===== config.mk =====
export PLATFORM = sky130hd
export DESIGN_NAME = ccm_top
export DESIGN_NICKNAME = d
export VERILOG_FILES = /design/src/core/ccm_pkg.sv /design/src/core/ccm_top.sv /design/src/core/ccm_fifo.sv
export SDC_FILE = /design/constraint.sdc
export NUM_CORES = 1
export LEC_CHECK = 0
export ABC_AREA = 1
export BUFFER_PORTS_ARGS = -buffer_cell sky130_fd_sc_hd__buf_4
export CAP_MARGIN = 30
export CORE_ASPECT_RATIO = 1.1
export CORE_MARGIN = 4
export CORE_UTILIZATION = 40
export CTS_BUF_LIST = sky130_fd_sc_hd__clkbuf_16
export DETAILED_ROUTE_END_ITERATION = 10
export PLACE_DENSITY = 0.56
export SYNTH_ARGS = -nofsm -noshare
export SYNTH_HDL_FRONTEND = slang
export SYNTH_HIERARCHICAL = 1
export SYNTH_SLANG_ARGS = --single-unit

===== constraint.sdc =====
create_clock -name clk_i -period 10.75 [get_ports clk_i]
set_clock_uncertainty 0.15 [all_clocks]
set_input_delay 2.15 -clock clk_i [delete_from_list [all_inputs] [get_ports clk_i]]
set_output_delay 2.15 -clock clk_i [all_outputs]
set_load 0.05 [all_outputs]

===== src/core/ccm_pkg.sv =====
// Package of the capture/compare channel: mode codes, widths, counts and the state carrier.
// Assumes a single 125 MHz clock domain and control inputs held steady by software.
package ccm_pkg;

    localparam int          CCM_TMR_W      = 32;
    localparam int          CCM_NARROW_W   = 16;
    localparam int          CCM_FIFO_DEPTH = 4;
    localparam logic [31:0] CCM_NARROW_MSK = 32'h0000FFFF;
    localparam logic [31:0] CCM_WIDE_MSK   = 32'hFFFFFFFF;
    localparam logic [31:0] CCM_TMR_RST    = 32'h00000000;
    localparam int          CCM_SEL_BIT    = 4;
    localparam int          CCM_WIDE_BIT   = 5;
    localparam int          CCM_MODE_MSB   = 3;
    localparam logic [3:0]  CCM_PRE_4TH    = 4'h3;
    localparam logic [3:0]  CCM_PRE_16TH   = 4'hF;

    localparam logic [3:0]  OC_HIGH        = 4'h1;
    localparam logic [3:0]  OC_LOW         = 4'h2;
    localparam logic [3:0]  OC_TOGGLE      = 4'h3;
    localparam logic [3:0]  OC_DUAL        = 4'h4;
    localparam logic [3:0]  OC_DUAL_BUF    = 4'h5;
    localparam logic [3:0]  OC_CENTER      = 4'h6;
    localparam logic [3:0]  OC_VARFREQ     = 4'h7;

    localparam logic [3:0]  IC_EDGE        = 4'h0;
    localparam logic [3:0]  IC_RISE        = 4'h1;
    localparam logic [3:0]  IC_FALL        = 4'h2;
    localparam logic [3:0]  IC_BOTH        = 4'h3;
    localparam logic [3:0]  IC_RISE4       = 4'h4;
    localparam logic [3:0]  IC_RISE16      = 4'h5;

    typedef enum logic [2:0] {
        CCM_OFF = 3'b001,
        CCM_OC  = 3'b010,
        CCM_IC  = 3'b100
    } ccm_fn_t;

    // Field order matches the low control word: wide at bit 5, select at bit 4
    typedef struct packed {
        logic       wide_count_select;
        logic       capture_function_select;
        logic [3:0] mode;
    } ccm_ctl_t;

    typedef struct packed {
        ccm_fn_t     fn;
        logic [31:0] oc_tmr;
        logic [31:0] ic_tmr;
        logic [31:0] tmr_view;
        logic [31:0] buf_a;
        logic [31:0] buf_b;
        logic [31:0] acc;
        logic        out;
        logic        evt;
        logic [1:0]  pin_sync;
        logic        pin_prev;
        logic        trig_prev;
        logic [3:0]  pre_cnt;
        logic [31:0] cap_data;
        logic        cap_push;
        logic        overflow;
    } ccm_state_t;

endpackage


===== src/core/ccm_top.sv =====
// Capture/compare channel: output compare and PWM generation, or input capture into a FIFO.
// Assumes control inputs come from same-clock logic; the capture pin is asynchronous.
// Notes on behaviour
// - Compare timer against one or two values
// - Match gives event and edge or pulses
// - Modes 1/2/3: high, low, toggle; 16/32
// - Mode 4 dual edge; 5 buffered PWM
// - Mode 6 center-aligned pulse, buffered 16-bit
// - Mode 7 variable-frequency pulse, 16/32 bit
// - Capture own timer on pin or trigger
// - Capture timer counts up, 16/32 bit
// - Each capture pushes timer into FIFO; one taken while the holding slot and the FIFO are both full is lost
// - Timer readable through one synchronising stage
// - Select bit and mode field pick capture
// - Capture modes 0-3: edge, rise, fall, both
// - Mode 4 every 4th, 5 every 16th rise
module ccm_top #(
    parameter int FIFO_DEPTH = ccm_pkg::CCM_FIFO_DEPTH
) (
    input  wire logic                 clk_i,
    input  wire logic                 reset_i,
    input  wire logic                 enable_i,
    input  wire ccm_pkg::ccm_ctl_t    channel_control_low_i,
    input  wire logic [31:0]          compare_a_i,
    input  wire logic [31:0]          compare_b_i,
    input  wire logic [31:0]          period_i,
    input  wire logic                 capture_pin_i,
    input  wire logic                 trig_i,
    input  wire logic                 trig_select_i,
    input  wire logic                 overflow_clear_i,
    input  wire logic                 cap_ready_i,
    output logic                      cap_valid_o,
    output logic [31:0]               cap_data_o,
    output logic                      compare_out_o,
    output logic                      compare_event_o,
    output logic                      overflow_o,
    output logic [31:0]               channel_timer_value_o
);
    ccm_pkg::ccm_state_t st_r;
    ccm_pkg::ccm_state_t st_nxt;
    logic                fifo_ready;
    logic                wide;
    logic [3:0]          mode;
    logic [31:0]         msk;
    logic [31:0]         cmp_a;
    logic [31:0]         cmp_b;
    logic [31:0]         prd;
    logic                match_a;
    logic                match_b;
    logic                roll;
    logic [32:0]         acc_sum;
    logic                carry;
    logic                src;
    logic                src_prev;
    logic                rise;
    logic                fall;
    logic                cap_hit;
    logic                oc_legal;
    logic                uses_b;

    function automatic logic [31:0] ccm_fit(input logic [31:0] v, input logic w);
        ccm_fit = v & (w ? ccm_pkg::CCM_WIDE_MSK : ccm_pkg::CCM_NARROW_MSK);
    endfunction

    assign wide = channel_control_low_i.wide_count_select;
    assign mode = channel_control_low_i.mode;
    assign msk  = ccm_fit(ccm_pkg::CCM_WIDE_MSK, wide);
    assign prd  = ccm_fit(period_i, wide);
    assign roll = (st_r.oc_tmr == prd);

    // Dual edge, PWM and center modes exist only as 16-bit; wide forms do nothing
    always_comb begin
        oc_legal = 1'b0;
        case (mode)
            ccm_pkg::OC_HIGH, ccm_pkg::OC_LOW, ccm_pkg::OC_TOGGLE, ccm_pkg::OC_VARFREQ: oc_legal = 1'b1;
            ccm_pkg::OC_DUAL, ccm_pkg::OC_DUAL_BUF, ccm_pkg::OC_CENTER: oc_legal = ~wide;
            default: oc_legal = 1'b0;
        endcase
    end

    // Buffered modes use values latched at rollover so a period never sees a torn pair
    always_comb begin
        case (mode)
            ccm_pkg::OC_DUAL_BUF: begin
                cmp_a = st_r.buf_a;
                cmp_b = st_r.buf_b;
            end
            ccm_pkg::OC_CENTER: begin
                cmp_a = ccm_fit(st_r.buf_a - (st_r.buf_b >> 1), 1'b0);
                cmp_b = ccm_fit(st_r.buf_a + (st_r.buf_b >> 1), 1'b0);
            end
            default: begin
                cmp_a = ccm_fit(compare_a_i, wide);
                cmp_b = ccm_fit(compare_b_i, wide);
            end
        endcase
    end

    assign match_a = (st_r.fn == ccm_pkg::CCM_OC) && oc_legal && (st_r.oc_tmr == cmp_a);
    assign match_b = (st_r.fn == ccm_pkg::CCM_OC) && oc_legal && (st_r.oc_tmr == cmp_b);
    assign uses_b  = (mode == ccm_pkg::OC_DUAL) || (mode == ccm_pkg::OC_DUAL_BUF)
                     || (mode == ccm_pkg::OC_CENTER);

    // Variable frequency: phase accumulator, carry out of the selected width is the pulse
    assign acc_sum = {1'b0, st_r.acc} + {1'b0, ccm_fit(compare_a_i, wide)};
    assign carry   = wide ? acc_sum[32] : acc_sum[16];

    assign src      = trig_select_i ? trig_i : st_r.pin_sync[1];
    assign src_prev = trig_select_i ? st_r.trig_prev : st_r.pin_prev;
    assign rise     = src & ~src_prev;
    assign fall     = ~src & src_prev;

    always_comb begin
        cap_hit = 1'b0;
        case (mode)
            ccm_pkg::IC_EDGE, ccm_pkg::IC_BOTH: cap_hit = rise | fall;
            ccm_pkg::IC_RISE: cap_hit = rise;
            ccm_pkg::IC_FALL: cap_hit = fall;
            ccm_pkg::IC_RISE4: cap_hit = rise && (st_r.pre_cnt[1:0] == ccm_pkg::CCM_PRE_4TH[1:0]);
            ccm_pkg::IC_RISE16: cap_hit = rise && (st_r.pre_cnt == ccm_pkg::CCM_PRE_16TH);
            default: cap_hit = 1'b0;
        endcase
        if (st_r.fn != ccm_pkg::CCM_IC) begin
            cap_hit = 1'b0;
        end
    end

    always_comb begin
        st_nxt           = st_r;
        st_nxt.evt       = 1'b0;
        st_nxt.cap_push  = st_r.cap_push & ~fifo_ready;
        st_nxt.pin_sync  = {st_r.pin_sync[0], capture_pin_i};
        st_nxt.pin_prev  = st_r.pin_sync[1];
        st_nxt.trig_prev = trig_i;
        st_nxt.tmr_view  = st_r.ic_tmr;
        if (!enable_i) begin
            st_nxt.fn = ccm_pkg::CCM_OFF;
        end else if (channel_control_low_i.capture_function_select) begin
            st_nxt.fn = ccm_pkg::CCM_IC;
        end else begin
            st_nxt.fn = ccm_pkg::CCM_OC;
        end
        case (st_r.fn)
            ccm_pkg::CCM_OC: begin
                st_nxt.oc_tmr = roll ? ccm_pkg::CCM_TMR_RST : ccm_fit(st_r.oc_tmr + 32'h00000001, wide);
                if (roll) begin
                    st_nxt.buf_a = ccm_fit(compare_a_i, 1'b0);
                    st_nxt.buf_b = ccm_fit(compare_b_i, 1'b0);
                end
                // Single-edge modes use only the first value, so a second match stays silent
                if (match_a || (match_b && uses_b)) begin
                    st_nxt.evt = 1'b1;
                end
                case (mode)
                    ccm_pkg::OC_HIGH: if (match_a) st_nxt.out = 1'b1;
                    ccm_pkg::OC_LOW: if (match_a) st_nxt.out = 1'b0;
                    ccm_pkg::OC_TOGGLE: if (match_a) st_nxt.out = ~st_r.out;
                    ccm_pkg::OC_DUAL, ccm_pkg::OC_DUAL_BUF, ccm_pkg::OC_CENTER: begin
                        // Falling match wins so a zero-width pulse stays low
                        if (match_b) begin
                            st_nxt.out = 1'b0;
                        end else if (match_a) begin
                            st_nxt.out = 1'b1;
                        end
                    end
                    ccm_pkg::OC_VARFREQ: begin
                        st_nxt.acc = ccm_fit(acc_sum[31:0], wide);
                        st_nxt.out = carry;
                        st_nxt.evt = carry;
                    end
                    default: st_nxt.out = st_r.out;
                endcase
            end
            ccm_pkg::CCM_IC: begin
                st_nxt.ic_tmr = ccm_fit(st_r.ic_tmr + 32'h00000001, wide);
                if (rise) begin
                    st_nxt.pre_cnt = st_r.pre_cnt + 4'h1;
                end
                if (cap_hit) begin
                    st_nxt.evt = 1'b1;
                    if (st_r.cap_push && !fifo_ready) begin
                        st_nxt.overflow = 1'b1;
                    end else begin
                        st_nxt.cap_push = 1'b1;
                        st_nxt.cap_data = st_r.ic_tmr & msk;
                    end
                end
            end
            default: begin
                st_nxt.oc_tmr  = ccm_pkg::CCM_TMR_RST;
                st_nxt.ic_tmr  = ccm_pkg::CCM_TMR_RST;
                st_nxt.acc     = ccm_pkg::CCM_TMR_RST;
                st_nxt.pre_cnt = 4'h0;
                st_nxt.out     = 1'b0;
            end
        endcase
        // A new loss in the clearing cycle keeps the flag set
        if (overflow_clear_i && !(cap_hit && st_r.cap_push && !fifo_ready)) begin
            st_nxt.overflow = 1'b0;
        end
    end

    always_ff @(posedge clk_i or posedge reset_i) begin
        if (reset_i) begin
            st_r    <= '0;
            st_r.fn <= ccm_pkg::CCM_OFF;
        end else begin
            st_r <= st_nxt;
        end
    end

    // Holding register plus FIFO: a capture waits one slot while the FIFO is full
    ccm_fifo #(
        .W     (ccm_pkg::CCM_TMR_W),
        .DEPTH (FIFO_DEPTH)
    ) ccm_fifo_inst (
        .clk_i       (clk_i),
        .reset_i     (reset_i),
        .in_valid_i  (st_r.cap_push),
        .in_ready_o  (fifo_ready),
        .in_data_i   (st_r.cap_data),
        .out_valid_o (cap_valid_o),
        .out_ready_i (cap_ready_i),
        .out_data_o  (cap_data_o)
    );

    assign compare_out_o         = st_r.out;
    assign compare_event_o       = st_r.evt;
    assign overflow_o            = st_r.overflow;
    assign channel_timer_value_o = st_r.tmr_view;
endmodule


===== src/core/ccm_fifo.sv =====
// Capture FIFO: flip-flop storage addressed by index, valid/ready on both sides.
// Assumes push and pop come from logic on the same clock.
module ccm_fifo #(
    parameter int W     = 32,
    parameter int DEPTH = 4
) (
    input  wire logic         clk_i,
    input  wire logic         reset_i,
    input  wire logic         in_valid_i,
    output logic              in_ready_o,
    input  wire logic [W-1:0] in_data_i,
    output logic              out_valid_o,
    input  wire logic         out_ready_i,
    output logic [W-1:0]      out_data_o
);
    localparam int AW = $clog2(DEPTH);

    typedef struct packed {
        logic [DEPTH-1:0][W-1:0] mem;
        logic [AW-1:0]           wr;
        logic [AW-1:0]           rd;
        logic [AW:0]             cnt;
    } ccm_fifo_st_t;

    ccm_fifo_st_t st_r;
    ccm_fifo_st_t st_nxt;
    logic         push;
    logic         pop;

    function automatic logic [AW-1:0] ccm_inc(input logic [AW-1:0] p);
        ccm_inc = (p == AW'(DEPTH - 1)) ? '0 : p + AW'(1);
    endfunction

    assign in_ready_o  = (st_r.cnt != (AW+1)'(DEPTH));
    assign out_valid_o = (st_r.cnt != '0);
    assign out_data_o  = st_r.mem[st_r.rd];
    assign push        = in_valid_i & in_ready_o;
    assign pop         = out_valid_o & out_ready_i;

    always_comb begin
        st_nxt = st_r;
        if (push) begin
            st_nxt.mem[st_r.wr] = in_data_i;
            st_nxt.wr           = ccm_inc(st_r.wr);
        end
        if (pop) begin
            st_nxt.rd = ccm_inc(st_r.rd);
        end
        st_nxt.cnt = st_r.cnt + (AW+1)'(push) - (AW+1)'(pop);
    end

    always_ff @(posedge clk_i or posedge reset_i) begin
        if (reset_i) begin
            st_r <= '0;
        end else begin
            st_r <= st_nxt;
        end
    end
endmodule


### Word-level counts from Yosys, hierarchy flattened

Cells that the tools add are included.

| cells by class | value |
|---|---|
| add/subtract/negate cells | 10 |
| magnitude comparators | 3 |
| equal/unequal tests | 23 |
| muxes and demuxes | 39 |
| bitwise gates (word level) | 21 |
| reductions and logical operators | 30 |

Operators by type and width:

| kind | number |
|---|---|
| 32-bit case mux with 2 select lines | 4 |
| 32-bit bitwise AND | 7 |
| 32-bit 2-to-1 mux | 5 |
| 128-bit bitwise mux | 1 |
| 32-bit equality test | 3 |
| 33-bit case mux with 2 select lines | 1 |
| 32-bit by 1-bit adder with 32-bit output, second input constant | 2 |
| 32-bit binary-select mux with 2-bit select | 1 |
| 32-bit demux with 2-bit select | 1 |
| 32-bit by 32-bit adder with 33-bit output | 1 |
| 16-bit by 15-bit adder with 16-bit output | 1 |
| 4-bit by 3-bit equality test with 1-bit output, second input constant | 4 |
| 16-bit by 15-bit subtractor with 16-bit output | 1 |
| 1-bit 2-to-1 mux | 14 |
| 3-bit inequality test, second input constant | 4 |
| 1-bit logical AND | 11 |
| 1-bit case mux with 5 select lines | 2 |
| 4-bit by 2-bit equality test with 1-bit output, second input constant | 2 |
| 2-bit 2-to-1 mux | 4 |
| 1-bit inverter | 8 |
| 4-bit case mux with 2 select lines | 1 |
| 2-bit equality test, second input constant | 3 |
| 2-bit by 3-bit < comparator with 1-bit output, second input constant | 2 |
| 3-bit 2-to-1 mux | 2 |
| 27 further kinds | 41 |

| storage, ports and cells | value |
|---|---|
| register bits | 342 |
| input bits | 110 |
| output and inout port bits | 68 |
| word-level logic and storage cells | 149 |

### Longest topological paths before layout

| logic depth | value |
|---|---|
| depth after elaboration | 12 |
| depth in mapped cells | 24 |
| mapped depth without buffers | 24 |

### By module

The synthesis kept the hierarchy.

By module, submodules not included:

| module | times used | cells an instance | area each (um^2) | sequential area each (um^2) |
|---|---|---|---|---|
| ccm_top | 1 | 2176 | 14983.1 | 5181.2 |
| ccm_fifo | 1 | 862 | 6827.8 | 3378.2 |

### Worst setup path after synthesis

No wires, ideal clock.

| timing | value |
|---|---|
| path type | input to register |
| start | in compare_a_i[0] |
| end | reg, netlist name st_r[74] |
| setup time | 0.126 ns |
| arrival time | 4.104 ns |
| required time | 10.474 ns |
| setup slack | 6.370 ns |
| stages | 16 |
| path through | ha_1 fa_1 nand2_1 a31oi_1 a21boi_0 o21ai_0 nand2_1 nand2_1 inv_1 o21ai_2 nand2_1 nand2_1 a31oi_1 nand2_1 nand2_1 o21ai_0 |

RTL lines:

| element | RTL line | RTL |
|---|---|---|
| from (decl) | ccm_top.sv:24 | `input wire logic [31:0] compare_a_i,` |

==> summary.txt <==
Floorplanning
  – Starting Density: 0.406
  – DIE HEIGHT: 253 um
  – FP Rows: 89
  – Core ar.: 53,800 um2
  – Number of I/O pins: 178
  – Die W: 231 um
  – Die area: 58,300 um2

Synthesis
  – FFs w/ async S/R, synth: 1.00
  – Seq/Total Area, Yosys: 0.392
  – Main flop type after synthesis: dfrtp_1
  – Yosys reg bits: 342
  – Post-Synthesis Cells: 3,038
  – Post-Syn Nets: 3,227
  – Mean post-synth cell area: 7.18 um2
  – Syn Std Cell Area: 21,800 um2
  – Yosys cell types: 59
  – Post-synth EDFFs: 0
  – YS warnings: 6

Placement
  – GPL Wtd Cong: 0.948
  – Placed cell area: 23,400 um2
  – Port buffer count: 177
  – DP Wirelength: 52,500 um

Drt
  – DR vias/cell: 5.39
  – ANT nets after route: 0
  – DR vias: 20,800
  – Drt wl/cell: 18.7 um
  – DRC: 0
  – DRT Wirelength: 72,400 um
  – Pre-Repair DR Iteration Count: 5
  – DRT iter0 DRCs: 1,643

CTS
  – Later-pin clock latency in the skew report: 0.58 ns
  – Max clock buf depth: 3
  – Post-CTS Setup Inserts: 0
  – CTS root buf: clkbuf_16
  – TritonCTS clock tree: done
  – H-tree levels: 2
  – Cts hold-fix bufs: 0
  – Total CTS buffers: 41
  – Clk sink count: 342
  – Clk slew on worst S/H paths: 0.07 ns
  – CTS-repair resized insts: 0

Finish
  – NumNets Final: 3,292
  – Layout cells sized above 1: 0.103
  – Final core utilization: 0.460
  – Design area: 24,700 um2
  – Area grow syn2layout: 13.3%

Worst setup path
  – CP arrival: 5.66 ns
  – CP Data Required Time: 11.02 ns
  – Crit path kind: input pin to flop
  – Nature of the critical path endpoint: flop
  – Peak fanout along the critical path: 15
  – Setup crit start kind: input pin

Global route
  – Largest net degree at the start of global routing: 96
  – Congestion Overflow GR: 0
  – Vias in the first global route: 20,200
  – Initial antenna violation count: 2
  – Global Route Usage Sum: 0.243
  – First-pass GRT wire length: 113,000 um

Power and ir drop
  – P_sw: 1440 uW
  – P_leak: 0.0124 uW
  – Pwr per Cell Area: 154 nW/um2
  – Max VDD drop: 0.000126 V
  – P_int: 2360 uW
  – Switching share of total power: 0.380
  – Seq pwr share: 0.353
  – Clock network power share: 0.351
  – Gate power share: 0.296
  – Total chip power: 3800 uW

Timing
  – Relative slew margins: 0.332
  – Final TNS setup: 0 ns
  – Minimum clock period: 5.40 ns
  – Peak Freq: 185 MHz
  – Worst Tran Pin Value: 1.00 ns
  – Max Transition Viols Final: 0
  – Final Hold Fails: 0
  – Endpoints failing setup: 0
  – Final worst-path cycle share: 0.502
  – Hold slack: 0.212 ns
  – Unrepaired setup endpoints after global routing: false

Hold path
  – Hold Crit Class: flop to flop

Job
  – Max-Cap Viols: 0

Status
  – Status: finished, final reports clean
==> worst max-delay path: stages <==
cell,delay (ns)
buf_4,0.11
xor2_1,0.13
nor4_1,0.80
nor4b_1,0.83
nand3_1,0.42
nand2_1,0.49
nor2_1,0.12
inv_1,0.45
o22ai_1,0.15
==> kinds of logic after synthesis <==
logic type               share of synthesized area
AO/OA/AOI/OAI                                0.123
XOR/XNOR                                    0.0249
adder cells (fa/ha/maj)                     0.0467
buffers and inverters                        0.106
flip-flops                                   0.392
multiplexers                               0.00155
AND/OR/NAND/NOR                              0.306
==> sequential cells by signal, summed over array words and instances (netlist names) <==
register               cells
overflow_o                 1
st_nxt                    34
channel_timer_value_o     32
ccm_fifo_inst/st_r       135
compare_out_o              1
st_r                     138
compare_event_o            1
==> path summary, 6_finish.rpt <==
check | slack, ns | endpoint | from | depth (start not counted)
min reg2reg | 0.21 | st_nxt[39] | st_nxt[41] | 0
max in group asynchronous | 7.38 | st_r[1] | reset_i | 4
max reg2reg | 6.39 | st_r[221] | st_r[204] | 8
max | 5.35 | st_r[221] | period_i[0] | 9
min in group asynchronous | 1.40 | ccm_fifo_inst/st_r[125] | reset_i | 2
min | 0.21 | st_nxt[39] | st_nxt[41] | 0
==> synth_stat cells (all sizes together) (4+ instances only) <==
cell type	instances	area share
fa	4	0.0037
ha	75	0.043
xnor2	17	0.0068
o21ai	218	0.050
inv	371	0.064
nand3	197	0.046
nor4	8	0.0023
a21oi	112	0.026
a21boi	5	0.0017
nand3b	5	0.0017
nor2	166	0.031
a31oi	9	0.0026
nor3	39	0.010
or2	7	0.0020
o21a	4	0.0014
o31ai	20	0.0069
xor2	45	0.018
nand2	930	0.16
dfrtp	341	0.39
nand4	172	0.049
o211ai	35	0.012
o32ai	4	0.0016
clkbuf	68	0.012
o21bai	4	0.0014
o22ai	42	0.012
buf	111	0.030
==> power groups by stage <==
stage          combinational, uW  clock (uW)  sequential (uW)
5_1_grt                     1220        1430             1350
3_5_place_dp                1130           0             1370
2_1_floorplan                795           0             1340
4_1_cts                     1130        1370             1340
6_report                    1120        1330             1340
3_3_place_gp                1120           0             1360
==> layout by cell type (no fill, tap or decap), types with 7 or more instances in the layout <==
master | Yosys | layout
a21oi_1 | 112 | 112
a31oi_1 | 9 | 9
buf_4 | 40 | 195
clkbuf_16 | 0 | 42
clkinv_1 | 3 | 17
clkinv_2 | 0 | 7
dfrtp_1 | 341 | 338
ha_1 | 75 | 71
inv_1 | 355 | 359
inv_2 | 16 | 16
nand2_1 | 923 | 923
nand3_1 | 193 | 192
nand4_1 | 172 | 172
nor2_1 | 153 | 151
nor2_2 | 9 | 10
nor3_1 | 35 | 35
nor4_1 | 8 | 8
o211ai_1 | 35 | 35
o21ai_0 | 179 | 179
o21ai_1 | 38 | 38
o22ai_1 | 41 | 41
o31ai_1 | 20 | 20
or2_2 | 7 | 7
xnor2_1 | 17 | 17
xor2_1 | 45 | 45
==> per-stage QoR <==
step	instances	worst slack [ns]
final	3863	5.35
after global routing	3862	5.39
after CTS	3861	5.55
after detailed placement	3787	4.92
after global placement	3782	4.80
after floorplan	3038	2.80
==> final cells by class <==
class	instances	area (um2)
repair buffers	201	1600
inverters	374	1410
well taps	728	911
clock buffers	42	1050
flip-flops and latches	342	8570
diodes	1	2.50
clock inverters	32	214
multi-input cells	2143	11000
fillers	5463	29100
==> layer usage <==
layer / track usage / wire, um
met1: 0.318 / 31300
met2: 0.407 / 34100
met3: 0.0396 / 4220
met4: 0.0897 / 2750
met5: 0 / 0
No activity file was read; power rests on OpenSTA's default activity.
